**src/verilog/tsp_pkg.sv**
```systemverilog
// Constants and types for the touch sense power and LED controller.
// Overview of operation
// - Reset pin, companion bus and two select bits choose power state
// - State change clears touches on inactive inputs
// - Standby senses subset, raises interrupts, serves bus
// - Deep sleep: no sensing, static LEDs, no PWM
// - Bus traffic wakes deep sleep only temporarily
// - Wake pin high in deep sleep wakes fully, except in SPI4 mode
// - Companion bus selected means no deep sleep
// - Reset pin high holds and clears everything
// - Reset release sets reset status and interrupt
// - Wake pin output flags standby touches until cleared, except in SPI4 mode
// - Eight LEDs: linked or host, drive, four modes
// - Direct mode follows stimulus with brightness, ramps, delay
// - Pulse once mode counts pulses on press/release
// - Pulse twice mode pulses while held, then count
// - Host LED sequence end may raise attention
// - Round robin scan, baseline compare, touch interrupt
// - Recalibrate disabled inputs leaving standby, all from sleep
// - Calibration request recalibrates, self clears, blocks touches
// - Auto baseline from 64 quiet samples, suspended touched
// - Consecutive negative deltas force recalibration
// - Stuck touch beyond limit forces recalibration
// - Proximity inputs oversampled 1x to 128x
// - Any interrupt sets the pending flag
package tsp_pkg;
   localparam int NCH = 8;
   localparam int MW = 16;
   localparam int ACC_W = 23;
   localparam int SUM_W = 22;
   localparam int CLK_HZ = 50_000_000;
   localparam int CAL_MS = 200;
   localparam int CAL_CYC = CLK_HZ / 1000 * CAL_MS;
   localparam int AVG_SH = 6;
   localparam logic [5:0] AVG_LAST = 6'h3F;
   localparam logic [2:0] CH_LAST = 3'h7;
   localparam logic [7:0] CH_ONE = 8'h01;
   localparam logic [7:0] CH_ALL = 8'hFF;
   localparam logic [8:0] SAMP_ONE = 9'h001;
   localparam logic [7:0] DUTY_FULL = 8'hFF;
   localparam logic [23:0] TMR_ONE = 24'h000001;
   typedef enum logic [1:0] {
      PS_ACTIVE = 2'b00,
      PS_STANDBY = 2'b01,
      PS_DEEP = 2'b10,
      PS_HELD = 2'b11
   } tsp_pwr_e;
   typedef enum logic [1:0] {
      SN_IDLE = 2'b00,
      SN_REQ = 2'b01,
      SN_WAIT = 2'b10,
      SN_EVAL = 2'b11
   } tsp_sns_e;
   typedef enum logic [1:0] {
      LM_DIRECT = 2'b00,
      LM_PULSE1 = 2'b01,
      LM_PULSE2 = 2'b10,
      LM_BREATHE = 2'b11
   } tsp_led_e;
endpackage

```
**src/verilog/tsp_led.sv**
```systemverilog
// One LED driver with direct, pulse and breathe behaviour.
`timescale 1ns/10ps
module tsp_led
   import tsp_pkg::*;
(
   // Clock and reset
   input wire logic i_clk,
   input wire logic i_rst_b,
   // Control
   input wire logic i_off,
   input wire logic i_hold,
   input wire logic i_stim,
   input wire logic [1:0] i_mode,
   input wire logic i_invert,
   input wire logic i_push_pull,
   input wire logic i_on_release,
   input wire logic i_ramp,
   input wire logic [2:0] i_pulse_count,
   input wire logic [7:0] i_min_duty,
   input wire logic [7:0] i_max_duty,
   input wire logic [3:0] i_off_delay,
   // Shared timing
   input wire logic i_tick,
   input wire logic [7:0] i_pwm,
   // Pin and completion
   output logic o_led,
   output logic o_led_oe_b,
   output logic o_done
);
   logic act;
   logic act_q;
   logic up_q;
   logic [7:0] duty_q;
   logic [2:0] left_q;
   logic [3:0] dly_q;
   logic cont;
   logic run;
   logic trig;
   logic on;
   logic [7:0] target;

   always_comb begin
      act = i_stim ^ i_invert;
      cont = act && (i_mode == LM_PULSE2 || i_mode == LM_BREATHE);
      run = cont || left_q != '0;
      if (i_mode == LM_PULSE1) begin
         trig = i_on_release ? (act_q && !act) : (act && !act_q);
      end else begin
         trig = i_mode == LM_PULSE2 && act_q && !act;
      end
      target = (act || dly_q != '0) ? i_max_duty : i_min_duty;
      on = (duty_q == DUTY_FULL) || (i_pwm < duty_q);
   end

   // Held state restarts from zero duty so a woken LED starts dark.
   always_ff @(posedge i_clk or negedge i_rst_b) begin
      if (!i_rst_b) begin
         act_q <= 1'b0;
         up_q <= 1'b1;
         duty_q <= '0;
         left_q <= '0;
         dly_q <= '0;
         o_done <= 1'b0;
      end else if (i_off || i_hold) begin
         act_q <= 1'b0;
         up_q <= 1'b1;
         duty_q <= '0;
         left_q <= '0;
         dly_q <= '0;
         o_done <= 1'b0;
      end else begin
         act_q <= act;
         o_done <= 1'b0;
         if (i_mode == LM_DIRECT) begin
            left_q <= '0;
            up_q <= 1'b1;
            if (act) begin
               dly_q <= i_off_delay;
            end else if (i_tick && dly_q != '0) begin
               dly_q <= dly_q - 4'h1;
            end
            if (!i_ramp) begin
               duty_q <= target;
            end else if (i_tick && duty_q < target) begin
               duty_q <= duty_q + 8'h01;
            end else if (i_tick && duty_q > target) begin
               duty_q <= duty_q - 8'h01;
            end
         end else if (trig) begin
            left_q <= i_pulse_count;
            up_q <= 1'b1;
            duty_q <= i_min_duty;
         end else if (!run) begin
            duty_q <= i_min_duty;
            up_q <= 1'b1;
         end else if (i_tick) begin
            if (up_q) begin
               if (duty_q >= i_max_duty) begin
                  up_q <= 1'b0;
               end else begin
                  duty_q <= duty_q + 8'h01;
               end
            end else if (duty_q <= i_min_duty) begin
               up_q <= 1'b1;
               if (!cont && left_q != '0) begin
                  left_q <= left_q - 3'h1;
                  o_done <= left_q == 3'h1;
               end
            end else begin
               duty_q <= duty_q - 8'h01;
            end
         end
      end
   end

   // Open drain sinks to light the LED, so the enable carries the level.
   always_ff @(posedge i_clk or negedge i_rst_b) begin
      if (!i_rst_b) begin
         o_led <= 1'b0;
         o_led_oe_b <= 1'b1;
      end else if (i_off) begin
         o_led <= 1'b0;
         o_led_oe_b <= 1'b1;
      end else begin
         o_led <= i_push_pull && (i_hold ? i_invert : on);
         o_led_oe_b <= !i_push_pull && !(i_hold ? i_invert : on);
      end
   end
endmodule // tsp_led

```
**src/verilog/tsp_core.sv**
```systemverilog
// Power, sensing, recalibration and LED control core of the touch block.
`timescale 1ns/10ps
module tsp_core
   import tsp_pkg::*;
#(
   parameter logic [23:0] CAL_CYCLES = CAL_CYC[23:0]
)
(
   // Clock and reset
   input wire logic i_clk,
   input wire logic i_rst_b,
   input wire logic i_reset_pin,
   // Power control
   input wire logic i_low_power_select,
   input wire logic i_lowest_set,
   input wire logic i_lowest_clr,
   input wire logic i_bus_traffic,
   input wire logic i_spi4_mode,
   input wire logic i_companion_bus,
   // Wake pin
   input wire logic i_wake,
   output logic o_wake,
   output logic o_wake_oe_b,
   // Sensing configuration
   input wire logic [7:0] i_input_enable,
   input wire logic [7:0] i_standby_enable,
   input wire logic [15:0] i_threshold,
   input wire logic [7:0] i_cal_request,
   input wire logic [7:0] i_below_baseline_recal_count,
   input wire logic i_stuck_recal_enable,
   input wire logic [15:0] i_stuck_duration_limit,
   input wire logic [7:0] i_prox_enable,
   input wire logic [2:0] i_prox_samples,
   // Measurement front end
   output logic o_meas_req,
   output logic [2:0] o_meas_chan,
   input wire logic i_meas_done,
   input wire logic [15:0] i_meas_value,
   // Status
   input wire logic i_int_clear,
   output logic o_int_pending,
   output logic o_reset_status,
   output logic [7:0] o_touch,
   output logic [7:0] o_cal_pending,
   output logic [1:0] o_power_state,
   output logic o_bus_awake,
   output logic o_lowest_power_select,
   // LED configuration
   input wire logic [7:0] i_led_linked,
   input wire logic [7:0] i_led_host_on,
   input wire logic [15:0] i_led_mode,
   input wire logic [7:0] i_led_invert,
   input wire logic [7:0] i_led_push_pull,
   input wire logic [7:0] i_led_on_release,
   input wire logic [7:0] i_led_ramp,
   input wire logic [7:0] i_led_alert_en,
   input wire logic [2:0] i_led_pulse_count,
   input wire logic [7:0] i_led_rate,
   input wire logic [7:0] i_led_min_duty,
   input wire logic [7:0] i_led_max_duty,
   input wire logic [3:0] i_led_off_delay,
   // LED pins
   output logic [7:0] o_led,
   output logic [7:0] o_led_oe_b
);
   tsp_pwr_e pwr_q;
   tsp_pwr_e pwr_d;
   tsp_sns_e sn_q;
   logic lowest_q;
   logic awake_q;
   logic chg;
   logic wake_hit;
   logic rst_rel;
   logic [7:0] act_mask;
   logic [7:0] wake_cal;
   logic [2:0] ch_q;
   logic [8:0] samp_q;
   logic [8:0] nsamp;
   logic [ACC_W-1:0] acc_q;
   logic meas_req_q;
   logic [MW-1:0] base_q [NCH];
   logic [SUM_W-1:0] sum_q [NCH];
   logic [5:0] cnt_q [NCH];
   logic [7:0] neg_q [NCH];
   logic [15:0] dur_q [NCH];
   logic [7:0] touch_q;
   logic [7:0] cal_q;
   logic [7:0] cal_set;
   logic [7:0] ch_bit;
   logic [23:0] tmr_q;
   logic int_q;
   logic rstat_q;
   logic wake_q;
   logic wake_oe_b_q;
   logic ev;
   logic calib;
   logic above;
   logic below;
   logic new_touch;
   logic neg_hit;
   logic stuck_hit;
   logic [MW-1:0] avg;
   logic [MW:0] delta;
   logic [7:0] rate_q;
   logic [7:0] pwm_q;
   logic tick_q;
   logic [7:0] led_done;
   logic led_int;

   function automatic logic [7:0] mask_of(input tsp_pwr_e s,
                                          input logic [7:0] en,
                                          input logic [7:0] sb);
      case (s)
         PS_ACTIVE: return en;
         PS_STANDBY: return sb;
         default: return '0;
      endcase
   endfunction

   function automatic logic [2:0] next_ch(input logic [7:0] m,
                                          input logic [2:0] c);
      logic [2:0] n;
      logic found;
      n = c;
      found = 1'b0;
      for (int i = 1; i <= NCH; i++) begin
         if (!found && m[3'(c + 3'(i))]) begin
            n = 3'(c + 3'(i));
            found = 1'b1;
         end
      end
      return n;
   endfunction

   always_comb begin
      if (i_reset_pin) begin
         pwr_d = PS_HELD;
      end else if (lowest_q && !i_companion_bus) begin
         pwr_d = PS_DEEP;
      end else if (i_low_power_select) begin
         pwr_d = PS_STANDBY;
      end else begin
         pwr_d = PS_ACTIVE;
      end
      chg = pwr_d != pwr_q;
      wake_hit = pwr_q == PS_DEEP && !i_spi4_mode && i_wake;
      rst_rel = pwr_q == PS_HELD && !i_reset_pin;
      act_mask = mask_of(pwr_q, i_input_enable, i_standby_enable);
      wake_cal = '0;
      if (chg && pwr_q == PS_STANDBY && pwr_d == PS_ACTIVE) begin
         wake_cal = i_input_enable & ~i_standby_enable;
      end else if (chg && pwr_q == PS_DEEP) begin
         wake_cal = CH_ALL;
      end
   end

   always_ff @(posedge i_clk or negedge i_rst_b) begin
      if (!i_rst_b) begin
         lowest_q <= 1'b0;
      end else if (i_reset_pin || wake_hit) begin
         lowest_q <= 1'b0;
      end else if (i_lowest_set && !i_companion_bus) begin
         lowest_q <= 1'b1;
      end else if (i_lowest_clr) begin
         lowest_q <= 1'b0;
      end
   end

   // Bus traffic only flags an awake bus; the select bit is left alone.
   always_ff @(posedge i_clk or negedge i_rst_b) begin
      if (!i_rst_b) begin
         pwr_q <= PS_HELD;
         awake_q <= 1'b0;
      end else begin
         pwr_q <= pwr_d;
         awake_q <= pwr_q == PS_DEEP && i_bus_traffic;
      end
   end

   always_comb begin
      nsamp = i_prox_enable[ch_q] ? (SAMP_ONE << i_prox_samples) : SAMP_ONE;
      ch_bit = CH_ONE << ch_q;
      ev = sn_q == SN_EVAL && !chg;
      avg = MW'(acc_q >> (i_prox_enable[ch_q] ? i_prox_samples : 3'h0));
      delta = {1'b0, avg} - {1'b0, base_q[ch_q]};
      below = delta[MW];
      above = !below && delta[MW-1:0] >= i_threshold;
      calib = cal_q[ch_q];
      new_touch = ev && !calib && above && !touch_q[ch_q];
      neg_hit = ev && !calib && below &&
                i_below_baseline_recal_count != '0 &&
                neg_q[ch_q] + 8'h01 == i_below_baseline_recal_count;
      stuck_hit = ev && !calib && above && i_stuck_recal_enable &&
                  dur_q[ch_q] >= i_stuck_duration_limit;
      cal_set = i_cal_request | wake_cal |
                ((neg_hit || stuck_hit) ? ch_bit : '0);
   end

   // A power change restarts the scan at the first input.
   always_ff @(posedge i_clk or negedge i_rst_b) begin
      if (!i_rst_b) begin
         sn_q <= SN_IDLE;
         ch_q <= CH_LAST;
         acc_q <= '0;
         samp_q <= '0;
      end else if (i_reset_pin || chg) begin
         sn_q <= SN_IDLE;
         ch_q <= CH_LAST;
         acc_q <= '0;
         samp_q <= '0;
      end else begin
         case (sn_q)
            SN_IDLE: if (act_mask != '0) begin
               ch_q <= next_ch(act_mask, ch_q);
               acc_q <= '0;
               samp_q <= '0;
               sn_q <= SN_REQ;
            end
            SN_REQ: sn_q <= SN_WAIT;
            SN_WAIT: if (i_meas_done) begin
               acc_q <= acc_q + {7'h00, i_meas_value};
               samp_q <= samp_q + SAMP_ONE;
               if (samp_q + SAMP_ONE >= nsamp) begin
                  sn_q <= SN_EVAL;
               end else begin
                  sn_q <= SN_REQ;
               end
            end
            SN_EVAL: sn_q <= SN_IDLE;
            default: sn_q <= SN_IDLE;
         endcase
      end
   end

   always_ff @(posedge i_clk or negedge i_rst_b) begin
      if (!i_rst_b) begin
         meas_req_q <= 1'b0;
      end else begin
         meas_req_q <= sn_q == SN_REQ && !chg && !i_reset_pin;
      end
   end

   always_ff @(posedge i_clk or negedge i_rst_b) begin
      if (!i_rst_b) begin
         for (int i = 0; i < NCH; i++) begin
            base_q[i] <= '0;
            sum_q[i] <= '0;
            cnt_q[i] <= '0;
            neg_q[i] <= '0;
            dur_q[i] <= '0;
         end
      end else if (i_reset_pin) begin
         for (int i = 0; i < NCH; i++) begin
            base_q[i] <= '0;
            sum_q[i] <= '0;
            cnt_q[i] <= '0;
            neg_q[i] <= '0;
            dur_q[i] <= '0;
         end
      end else if (ev && calib) begin
         base_q[ch_q] <= avg;
         sum_q[ch_q] <= '0;
         cnt_q[ch_q] <= '0;
         neg_q[ch_q] <= '0;
         dur_q[ch_q] <= '0;
      end else if (ev) begin
         neg_q[ch_q] <= below && !neg_hit ? neg_q[ch_q] + 8'h01 : '0;
         dur_q[ch_q] <= above ? dur_q[ch_q] + 16'h0001 : '0;
         if (above) begin
            sum_q[ch_q] <= '0;
            cnt_q[ch_q] <= '0;
         end else if (cnt_q[ch_q] == AVG_LAST) begin
            base_q[ch_q] <= MW'((sum_q[ch_q] + {6'h00, avg}) >> AVG_SH);
            sum_q[ch_q] <= '0;
            cnt_q[ch_q] <= '0;
         end else begin
            sum_q[ch_q] <= sum_q[ch_q] + {6'h00, avg};
            cnt_q[ch_q] <= cnt_q[ch_q] + 6'h01;
         end
      end
   end

   always_ff @(posedge i_clk or negedge i_rst_b) begin
      if (!i_rst_b) begin
         touch_q <= '0;
      end else if (i_reset_pin) begin
         touch_q <= '0;
      end else if (chg) begin
         touch_q <= touch_q & mask_of(pwr_d, i_input_enable,
                                      i_standby_enable);
      end else if (ev) begin
         touch_q[ch_q] <= above && !calib;
      end
   end

   // The timer bounds a calibration that an input never gets to finish.
   always_ff @(posedge i_clk or negedge i_rst_b) begin
      if (!i_rst_b) begin
         cal_q <= '0;
         tmr_q <= '0;
      end else if (i_reset_pin) begin
         cal_q <= '0;
         tmr_q <= '0;
      end else begin
         cal_q <= (cal_q & ~((ev && calib) ? ch_bit : '0) &
                   ~((tmr_q == TMR_ONE) ? CH_ALL : '0)) | cal_set;
         if (cal_q == '0 && cal_set != '0) begin
            tmr_q <= CAL_CYCLES;
         end else if (tmr_q != '0) begin
            tmr_q <= tmr_q - TMR_ONE;
         end
      end
   end

   assign led_int = |(led_done & ~i_led_linked & i_led_alert_en);

   always_ff @(posedge i_clk or negedge i_rst_b) begin
      if (!i_rst_b) begin
         int_q <= 1'b0;
         rstat_q <= 1'b0;
      end else if (i_reset_pin) begin
         int_q <= 1'b0;
         rstat_q <= 1'b0;
      end else begin
         int_q <= new_touch || rst_rel || led_int || (int_q && !i_int_clear);
         rstat_q <= rst_rel || (rstat_q && !i_int_clear);
      end
   end

   always_ff @(posedge i_clk or negedge i_rst_b) begin
      if (!i_rst_b) begin
         wake_q <= 1'b0;
         wake_oe_b_q <= 1'b1;
      end else begin
         wake_oe_b_q <= !(pwr_q == PS_STANDBY && !i_spi4_mode);
         if (pwr_q != PS_STANDBY || i_reset_pin) begin
            wake_q <= 1'b0;
         end else if (new_touch) begin
            wake_q <= 1'b1;
         end else if (!int_q) begin
            wake_q <= 1'b0;
         end
      end
   end

   // One shared PWM ramp keeps all LEDs phase aligned and saves area.
   always_ff @(posedge i_clk or negedge i_rst_b) begin
      if (!i_rst_b) begin
         rate_q <= '0;
         pwm_q <= '0;
         tick_q <= 1'b0;
      end else begin
         pwm_q <= pwm_q + 8'h01;
         tick_q <= rate_q == i_led_rate;
         rate_q <= rate_q == i_led_rate ? '0 : rate_q + 8'h01;
      end
   end

   for (genvar g = 0; g < NCH; g++) begin : g_led
      tsp_led u_led (
         .i_clk(i_clk),
         .i_rst_b(i_rst_b),
         .i_off(i_reset_pin || pwr_q == PS_HELD),
         .i_hold(pwr_q == PS_DEEP),
         .i_stim(i_led_linked[g] ? touch_q[g] : i_led_host_on[g]),
         .i_mode(i_led_mode[2*g +: 2]),
         .i_invert(i_led_invert[g]),
         .i_push_pull(i_led_push_pull[g]),
         .i_on_release(i_led_on_release[g]),
         .i_ramp(i_led_ramp[g]),
         .i_pulse_count(i_led_pulse_count),
         .i_min_duty(i_led_min_duty),
         .i_max_duty(i_led_max_duty),
         .i_off_delay(i_led_off_delay),
         .i_tick(tick_q),
         .i_pwm(pwm_q),
         .o_led(o_led[g]),
         .o_led_oe_b(o_led_oe_b[g]),
         .o_done(led_done[g])
      );
   end

   assign o_wake = wake_q;
   assign o_wake_oe_b = wake_oe_b_q;
   assign o_meas_req = meas_req_q;
   assign o_meas_chan = ch_q;
   assign o_int_pending = int_q;
   assign o_reset_status = rstat_q;
   assign o_touch = touch_q;
   assign o_cal_pending = cal_q;
   assign o_power_state = pwr_q;
   assign o_bus_awake = awake_q;
   assign o_lowest_power_select = lowest_q;

   standby_sel_a: assert property (@(posedge i_clk) disable iff (!i_rst_b)
      !i_reset_pin && !lowest_q && i_low_power_select |=> pwr_q == PS_STANDBY)
      else $error("standby not selected");
   deep_wins_a: assert property (@(posedge i_clk) disable iff (!i_rst_b)
      !i_reset_pin && lowest_q && !i_companion_bus |=> pwr_q == PS_DEEP)
      else $error("deep sleep not taken");
   no_deep_a: assert property (@(posedge i_clk) disable iff (!i_rst_b)
      i_companion_bus |=> pwr_q != PS_DEEP)
      else $error("deep sleep with companion bus");
   chg_clear_a: assert property (@(posedge i_clk) disable iff (!i_rst_b)
      chg && !i_reset_pin ##1 $stable(i_input_enable) && $stable(i_standby_enable)
      |-> (touch_q & ~act_mask) == '0)
      else $error("touch kept on inactive input");
   deep_quiet_a: assert property (@(posedge i_clk) disable iff (!i_rst_b)
      pwr_q == PS_DEEP |-> !o_meas_req && sn_q == SN_IDLE)
      else $error("sensing in deep sleep");
   bus_wake_a: assert property (@(posedge i_clk) disable iff (!i_rst_b)
      pwr_q == PS_DEEP && i_bus_traffic && !wake_hit && !i_lowest_clr
      |=> o_bus_awake && o_lowest_power_select)
      else $error("bus wake wrong");
   pin_wake_a: assert property (@(posedge i_clk) disable iff (!i_rst_b)
      wake_hit && !i_reset_pin |=> !o_lowest_power_select ##1 pwr_q != PS_DEEP)
      else $error("wake pin ignored");
   held_clear_a: assert property (@(posedge i_clk) disable iff (!i_rst_b)
      i_reset_pin |=> pwr_q == PS_HELD && o_touch == '0 && !o_int_pending
      && o_cal_pending == '0 && &o_led_oe_b && !o_meas_req)
      else $error("reset pin not holding");
   rst_flag_a: assert property (@(posedge i_clk) disable iff (!i_rst_b)
      rst_rel |=> o_reset_status && o_int_pending && pwr_q != PS_HELD)
      else $error("reset release not flagged");
   wake_drive_a: assert property (@(posedge i_clk) disable iff (!i_rst_b)
      pwr_q == PS_STANDBY && !i_spi4_mode && new_touch && !i_reset_pin
      |=> !o_wake_oe_b && o_wake && o_int_pending)
      else $error("wake pin not asserted");
   touch_int_a: assert property (@(posedge i_clk) disable iff (!i_rst_b)
      new_touch && !i_reset_pin |=> o_int_pending && o_touch[ch_q])
      else $error("touch without interrupt");
   cal_done_a: assert property (@(posedge i_clk) disable iff (!i_rst_b)
      ev && calib && !i_reset_pin |=> !o_touch[ch_q]
      && base_q[ch_q] == $past(avg))
      else $error("calibration not captured");
endmodule // tsp_core

```
**config.mk**
```make
export PLATFORM = sky130hd
export DESIGN_NAME = tsp_core
export DESIGN_NICKNAME = d
export VERILOG_FILES = /design/src/verilog/tsp_pkg.sv /design/src/verilog/tsp_led.sv /design/src/verilog/tsp_core.sv
export SDC_FILE = /design/constraint.sdc
export NUM_CORES = 2
export LEC_CHECK = 0
export BUFFER_PORTS_ARGS = -buffer_cell sky130_fd_sc_hd__buf_4
export CAP_MARGIN = 20
export CORE_MARGIN = 4
export CORE_UTILIZATION = 31
export DETAILED_ROUTE_END_ITERATION = 8
export SLEW_MARGIN = 10
export SYNTH_ARGS = -nofsm -noshare
export SYNTH_HDL_FRONTEND = slang
export SYNTH_SLANG_ARGS = --single-unit
```
**constraint.sdc**
```tcl
create_clock -name i_clk -period 22.7 [get_ports i_clk]
set_input_delay 4.54 -clock i_clk [delete_from_list [all_inputs] [get_ports i_clk]]
set_output_delay 4.54 -clock i_clk [all_outputs]
set_load 0.05 [all_outputs]
```
Word level (Yosys, flattened, before mapping):

Cells that the tools add are included.

* add/sub/neg operators: 49
* magnitude comparators: 54
* equality and inequality tests: 98
* shift-type cells: 3
* mux-type cells: 535
* bitwise logic cells: 30
* reduce and logical (&&, ||, !) cells: 342

Operators with widths (count)
* 2-to-1 mux 128 bit: 8
* 2-to-1 mux 8 bit: 112
* 2-to-1 mux 176 bit: 5
* bitwise mux 128 bit: 3
* 2-to-1 mux 48 bit: 5
* 2-to-1 mux 1 bit: 233
* 2-to-1 mux 3 bit: 76
* 2-to-1 mux 64 bit: 3
* AND 176 bit: 1
* bitwise mux 176 bit: 1
* NOT 176 bit: 1
* nonzero test 4 bit: 40
* AND 128 bit: 1
* less-than comparator 8 bit: 16
* 2-to-1 mux 4 bit: 32
* NOT 128 bit: 1
* logical AND 1 bit: 125
* binary-select mux 16 bit (select 3 bit): 2
* 2-to-1 mux 16 bit: 6
* adder 8 x 1 -> 8 bit, second input constant: 11
* != test 5 bit, second input constant: 15
* 2-to-1 mux 24 bit: 3
* 2-to-1 mux 23 bit: 3
* binary-select mux 22 bit (select 3 bit): 1
* other kinds (83): 407

* register bits after elaboration: 807
* bits of input ports: 207
* output and inout port bits: 44
* word-level logic and storage cells: 1233

Logic depth before layout (Yosys ltp):

* word-level depth: 50
* mapped depth: 35
* gate-level depth less buffers: 29

By module:

A second synthesis with hierarchy kept.

* cell total of the unflattened synthesis: 6606
* area, all modules: 59085.4 um^2

By module, submodules not included
* tsp_core: instances 1, cells each 3914, area each 37307.0 um^2, sequential area each 16198.0 um^2
* tsp_led (g_led[0].u_led ...): instances 7, cells each 336, area each 2730.1 um^2, sequential area each 503.0 um^2
* tsp_led (g_led[7].u_led): instances 1, cells each 340, area each 2667.6 um^2, sequential area each 503.0 um^2

Least setup slack after synthesis:

No wires, ideal clock.

* path type: input -> register
* start: input port i_prox_enable[7]
* end: register dur_q[104] (netlist bit)
* library setup time: 0.078 ns
* arrival: 10.560 ns
* data required time: 22.622 ns
* path slack: 12.062 ns
* stages: 32
* buffers on the path: 4
* cell sequence: mux4_2 a2bb2oi_2 nand3_1 buf_4 mux2i_1 mux2i_1 mux2_2 inv_1 ha_1 inv_1 fa_1 nand2_1 a21oi_1 o2111a_1 o21ai_2 inv_1 o21ai_0 nor2b_1 a21oi_1 xor2_1 ha_1 nand4_1 nor4_1 o21ai_0 o211ai_1 o21a_1 buf_2 buf_2 and3_1 clkbuf_1 nand2_1 a21oi_1

* cells in the longest elaborated chain, start to end: 12
* elaborated cells on any way between the ends: 13
* those cells by class: add/sub (1); order compare (1); shift (1); mux (8); reduce/logical (2)

Ends and longest elaborated chain
* start, declared: line tsp_core.sv:32 `input wire logic [7:0] i_prox_enable,`
* binary-select mux 1 bit (select 3 bit) (*): line tsp_core.sv:184 `avg = MW'(acc_q >> (i_prox_enable[ch_q] ? i_prox_samples : 3'h0));`
* 2-to-1 mux 1 bit (implied by the code) (*): line tsp_core.sv:184
* 2-to-1 mux 3 bit (*): line tsp_core.sv:184
* >> shifter 23 x 3 -> 16 bit (*): line tsp_core.sv:184
* subtractor 16 x 16 -> 17 bit (*): line tsp_core.sv:185 `delta = {1'b0, avg} - {1'b0, base_q[ch_q]};`
* greater-or-equal comparator 16 bit / logical NOT 1 bit (equally long branches): line tsp_core.sv:187 `above = !below && delta[MW-1:0] >= i_threshold;`
* logical AND 1 bit (*): line tsp_core.sv:187
* 2-to-1 mux 16 bit (*): line tsp_core.sv:268 `dur_q[ch_q] <= above ? dur_q[ch_q] + 16'h0001 : '0;`
* bitwise mux 128 bit (*): line tsp_core.sv:268
* 2-to-1 mux 128 bit (*): line tsp_core.sv:266 `end else if (ev) begin`
* 2-to-1 mux 128 bit (*): line tsp_core.sv:260 `end else if (ev && calib) begin`
* 2-to-1 mux 128 bit (*): line tsp_core.sv:252 `end else if (i_reset_pin) begin`
* end signal, assigned by index: line tsp_core.sv:268
* end, declared: line tsp_core.sv:85 `logic [15:0] dur_q [NCH];`

Mark *: on every way between the ends. The rest lies on a longest branch, timed or not. The select of a mux whose other input is x is not followed.
A chain may end at the register's enable or synchronous reset.

Worst setup path in the final report:

* start: input port i_prox_enable[7]
* end: register base_q[117] (netlist bit)

* cells in the longest elaborated chain, start to end: 11
* elaborated cells on any way between the ends: 18
* those cells by class: add/sub (2); order compare (1); eq/ne (1); shift (1); mux (10); reduce/logical (3)

Ends and longest elaborated chain
* binary-select mux 1 bit (select 3 bit) (*): line tsp_core.sv:184
* 2-to-1 mux 1 bit (implied by the code) (*): line tsp_core.sv:184
* 2-to-1 mux 3 bit (*): line tsp_core.sv:184
* >> shifter 23 x 3 -> 16 bit (*): line tsp_core.sv:184
* branches (longest 7 deep; another with subtractor 16 x 16 -> 17 bit)
* end signal, assigned by index: line tsp_core.sv:261 `base_q[ch_q] <= avg;`
* end signal, assigned by index: line tsp_core.sv:273 `base_q[ch_q] <= MW'((sum_q[ch_q] + {6'h00, avg}) >> AVG_SH);`
* end, declared: line tsp_core.sv:81 `logic [MW-1:0] base_q [NCH];`

Mark *: on every way between the ends. The select of a mux whose other input is x is not followed.

==> reports/results.tsv <==
stage	metric	value	unit
timing	Max Freq	0.0846	GHz
floorplanning	die height	437	microns
placement	DP Area	0.0613	sq mm
power	Comb pwr share	0.324	
yosys	Avg Synthesized Cell Area	9.16	sq um
global_route	vias in the first global route	50800	
cts	clock root buffer	clkbuf_16	
placement	Placer Congestion	0.926	
drt	routed length per instance	24.7	microns
yosys	number of synthesized flops with an enable pin	0	
critical_path	critical path type	input pin to register	
timing	Final min period	11820	ps
global_route	wire length of the first global-routing pass	326	mm
cells_and_area	Area Overhead vs Synth	13.4	%
critical_path	CP Launch Type	input pin	
timing	final setup margin	10880	ps
timing	# setup viols final	0	
yosys	Net Count, Synth	6845	
yosys	Syn. warnings	0	
cts	worst-skew pair later-pin latency	770	ps
global_route	total gr overflow	0	
power	switching part of the total	0.383	
power	Sw Pwr	1.82	mW
critical_path	CP Data Arrival Time	12480	ps
timing	final setup TNS	0	ps
timing	Hold Slack	477	ps
floorplanning	Die X	437	microns
cts	htree depth	3	
timing	RSZ-0062 raised after global routing	no	
yosys	Seq cells post-synth	807	
critical_path	critical path peak fanout	21	
yosys	Post-Syn Instances	6232	
timing	period utilisation layout	0.521	
cells_and_area	share of layout cells above drive strength 1	0.140	
cells_and_area	most frequent cells in the layout	804 x nand2_1, 784 x dfrtp_1, 466 x a21oi_1, 411 x nor2_1, 403 x ha_1	
status	status	finished, final reports clean	
flow_run	max_cap viols	0	
drt	via/cell ratio	5.78	
timing	worst slew pin tran	1270	ps
timing	final slew viol count	0	
power	PD cells	73.6	mW/mm^2
hold_path	Hold Path Class	register to register	
power	Reg power frac	0.334	
timing	Fin Clk Skew	71.8	ps
cts	CTS tree	built	
drt	Initial DRC Count	5207	
critical_path	WP data required	23360	ps
floorplanning	die area	0.191	sq mm
power	maximum vdd drop	0.0710	mV
global_route	initial antenna violation count	14	
global_route	largest net degree at the start of global routing	186	
cts	TritonCTS buffer count	98	
timing	final hold vios	0	
floorplanning	# IOs	251	
power	P_int	2.94	mW
floorplanning	row count	157	
cts	# Post-CTS Setup Buffers	0	
drt	Total Wirelength	219	mm
critical_path	CP peak stage delay	810	ps
yosys	asr flop ratio synth	1.00	
cells_and_area	final instance area	0.0647	sq mm
cts	Post-CTS Hold Buffers	0	
cells_and_area	most common cell after layout, fill and taps aside	nand2_1	
cts	Post-CTS Resized	0	
floorplanning	Starting Density	0.312	
critical_path	Slowest-stage cell, CP	a2111oi_4	
placement	Place WS	10310	ps
yosys	sequential share of the synthesized area	0.354	
cts	Max clock buf depth	3	
cts	clock transition at the registers of the reported paths	60	ps
yosys	Netlist cell types	110	
drt	router iterations before antenna repair	6	
floorplanning	core area	0.183	sq mm
yosys	Post-synth top flop	dfrtp_1	
cells_and_area	Fillers	18600	
drt	Vias	51200	
cts	CTS Sinks	807	
drt	Final ANT Viol Nets	0	
timing	max_slew headroom	0.155	
global_route	total global-route track usage	0.221	
drt	DRC Markers	0	
power	clock power share	0.343	
cells_and_area	nets@finish	6925	
cells_and_area	Util after Layout	0.354	
placement	post-DP HPWL	151	mm
critical_path	crit end category	register	
power	Static Leak	28.3	nW
placement	IO buf count	250	
yosys	mapped cell area	0.0571	sq mm
## registers in the layout, indices dropped and copies added, names as in the netlist, 24 cells and up
register            count
cnt_q                  48
dur_q                 128
g_led.u_led.duty_q     64
tmr_q                  24
neg_q                  64
g_led.u_led.dly_q      32
base_q                128
sum_q                 176
g_led.u_led.left_q     24
## metrics by stage
stage | cells | power [mW]
floorplan | 6232 | 2.62
global placement | 8668 | 3.09
detailed placement | 8669 | 3.12
CTS | 8846 | 4.77
global route | 8858 | 4.98
finish | 8860 | 4.76
## synth_stat cells, drive strengths merged (13+ instances only)
cell type / number / area [sq um]
xor2: 64 / 568
or3: 39 / 244
o31ai: 48 / 360
nor4: 36 / 307
nor2: 430 / 1630
a21o: 111 / 833
mux2: 56 / 634
a31oi: 32 / 200
o21ai: 407 / 2060
nor3: 129 / 707
mux2i: 212 / 2180
ha: 403 / 5040
a211oi: 134 / 1040
or2: 35 / 219
a22oi: 60 / 450
o41ai: 25 / 238
buf: 120 / 759
o31a: 16 / 140
a21oi: 469 / 2350
nand2b: 53 / 332
and2: 29 / 181
and3: 56 / 350
a32o: 24 / 240
xnor2: 176 / 1590
nand3: 260 / 1310
inv: 212 / 796
o211ai: 31 / 233
dfstp: 22 / 578
o211a: 13 / 130
o21a: 49 / 368
a311oi: 21 / 184
a22o: 80 / 701
mux4: 156 / 3520
o2bb2ai: 17 / 149
nand4: 51 / 319
a211o: 14 / 123
clkbuf: 272 / 1020
nor2b: 49 / 307
nand2: 813 / 3060
a32oi: 37 / 332
dfrtp: 785 / 19600
## worst paths after layout
check	end	slack, ps	from	cells past startpoint
max in group asynchronous	dur_q[60]	15790	i_rst_b	4
min reg2reg	base_q[18]	480	base_q[18]	2
max	base_q[117]	10880	i_prox_enable[7]	30
max reg2reg	base_q[117]	13520	o_meas_chan[0]	30
min in group asynchronous	o_meas_req	3760	i_rst_b	1
min	base_q[18]	480	base_q[18]	2
## cell families (layout without fill, tap and decap cells)
logic type | after synthesis | count (layout) | synth area share
xor+xnor | 241 | 241 | 0.0383
compound gates | 1706 | 1706 | 0.196
simple gates | 2040 | 2040 | 0.166
buf+inv | 608 | 765 | 0.0455
mux | 424 | 424 | 0.111
flops | 807 | 807 | 0.354
fa+ha+maj | 406 | 406 | 0.0894
other cells | 0 | 7 | 0
## layer usage
layer,global-route usage,share of wire,vias to the layer above
met4,0.145,0.075,4
met3,0.0370,0.069,546
met2,0.364,0.47,2179
met1,0.267,0.39,25500
li1,-,-,23000
met5,0,0.00011,-
## area by class of cell
cell class              instances  area (sq um)  share of cell area
clock inverters                31           424             0.00655
multi-input cells            4817         34400               0.531
flip-flops and latches        807         20200               0.313
repair buffers                372          2900              0.0447
inverters                     216           813              0.0126
clock buffers                 146          2860              0.0442
well taps                    2464          3080              0.0476
diodes                          7          17.5            0.000271
## power by group through the flow
stage	combinational (mW)	clock [mW]	sequential, mW
3_5_place_dp	1.51	0	1.61
3_3_place_gp	1.48	0	1.61
6_report	1.54	1.63	1.59
2_1_floorplan	1.03	0	1.59
4_1_cts	1.52	1.67	1.59
5_1_grt	1.66	1.72	1.60
## critical path, delay by kind of cell
| kind | cells | cell delay (ps) |
|---|---|---|
| multiplexers | 3 | 1190 |
| buffers and inverters | 4 | 320 |
| XOR/XNOR | 1 | 160 |
| AND/OR/NAND/NOR | 8 | 1950 |
| adder cells (fa/ha/maj) | 3 | 920 |
| AO/OA/AOI/OAI | 11 | 3360 |
Note: power is estimated with default switching activity, not from simulation.
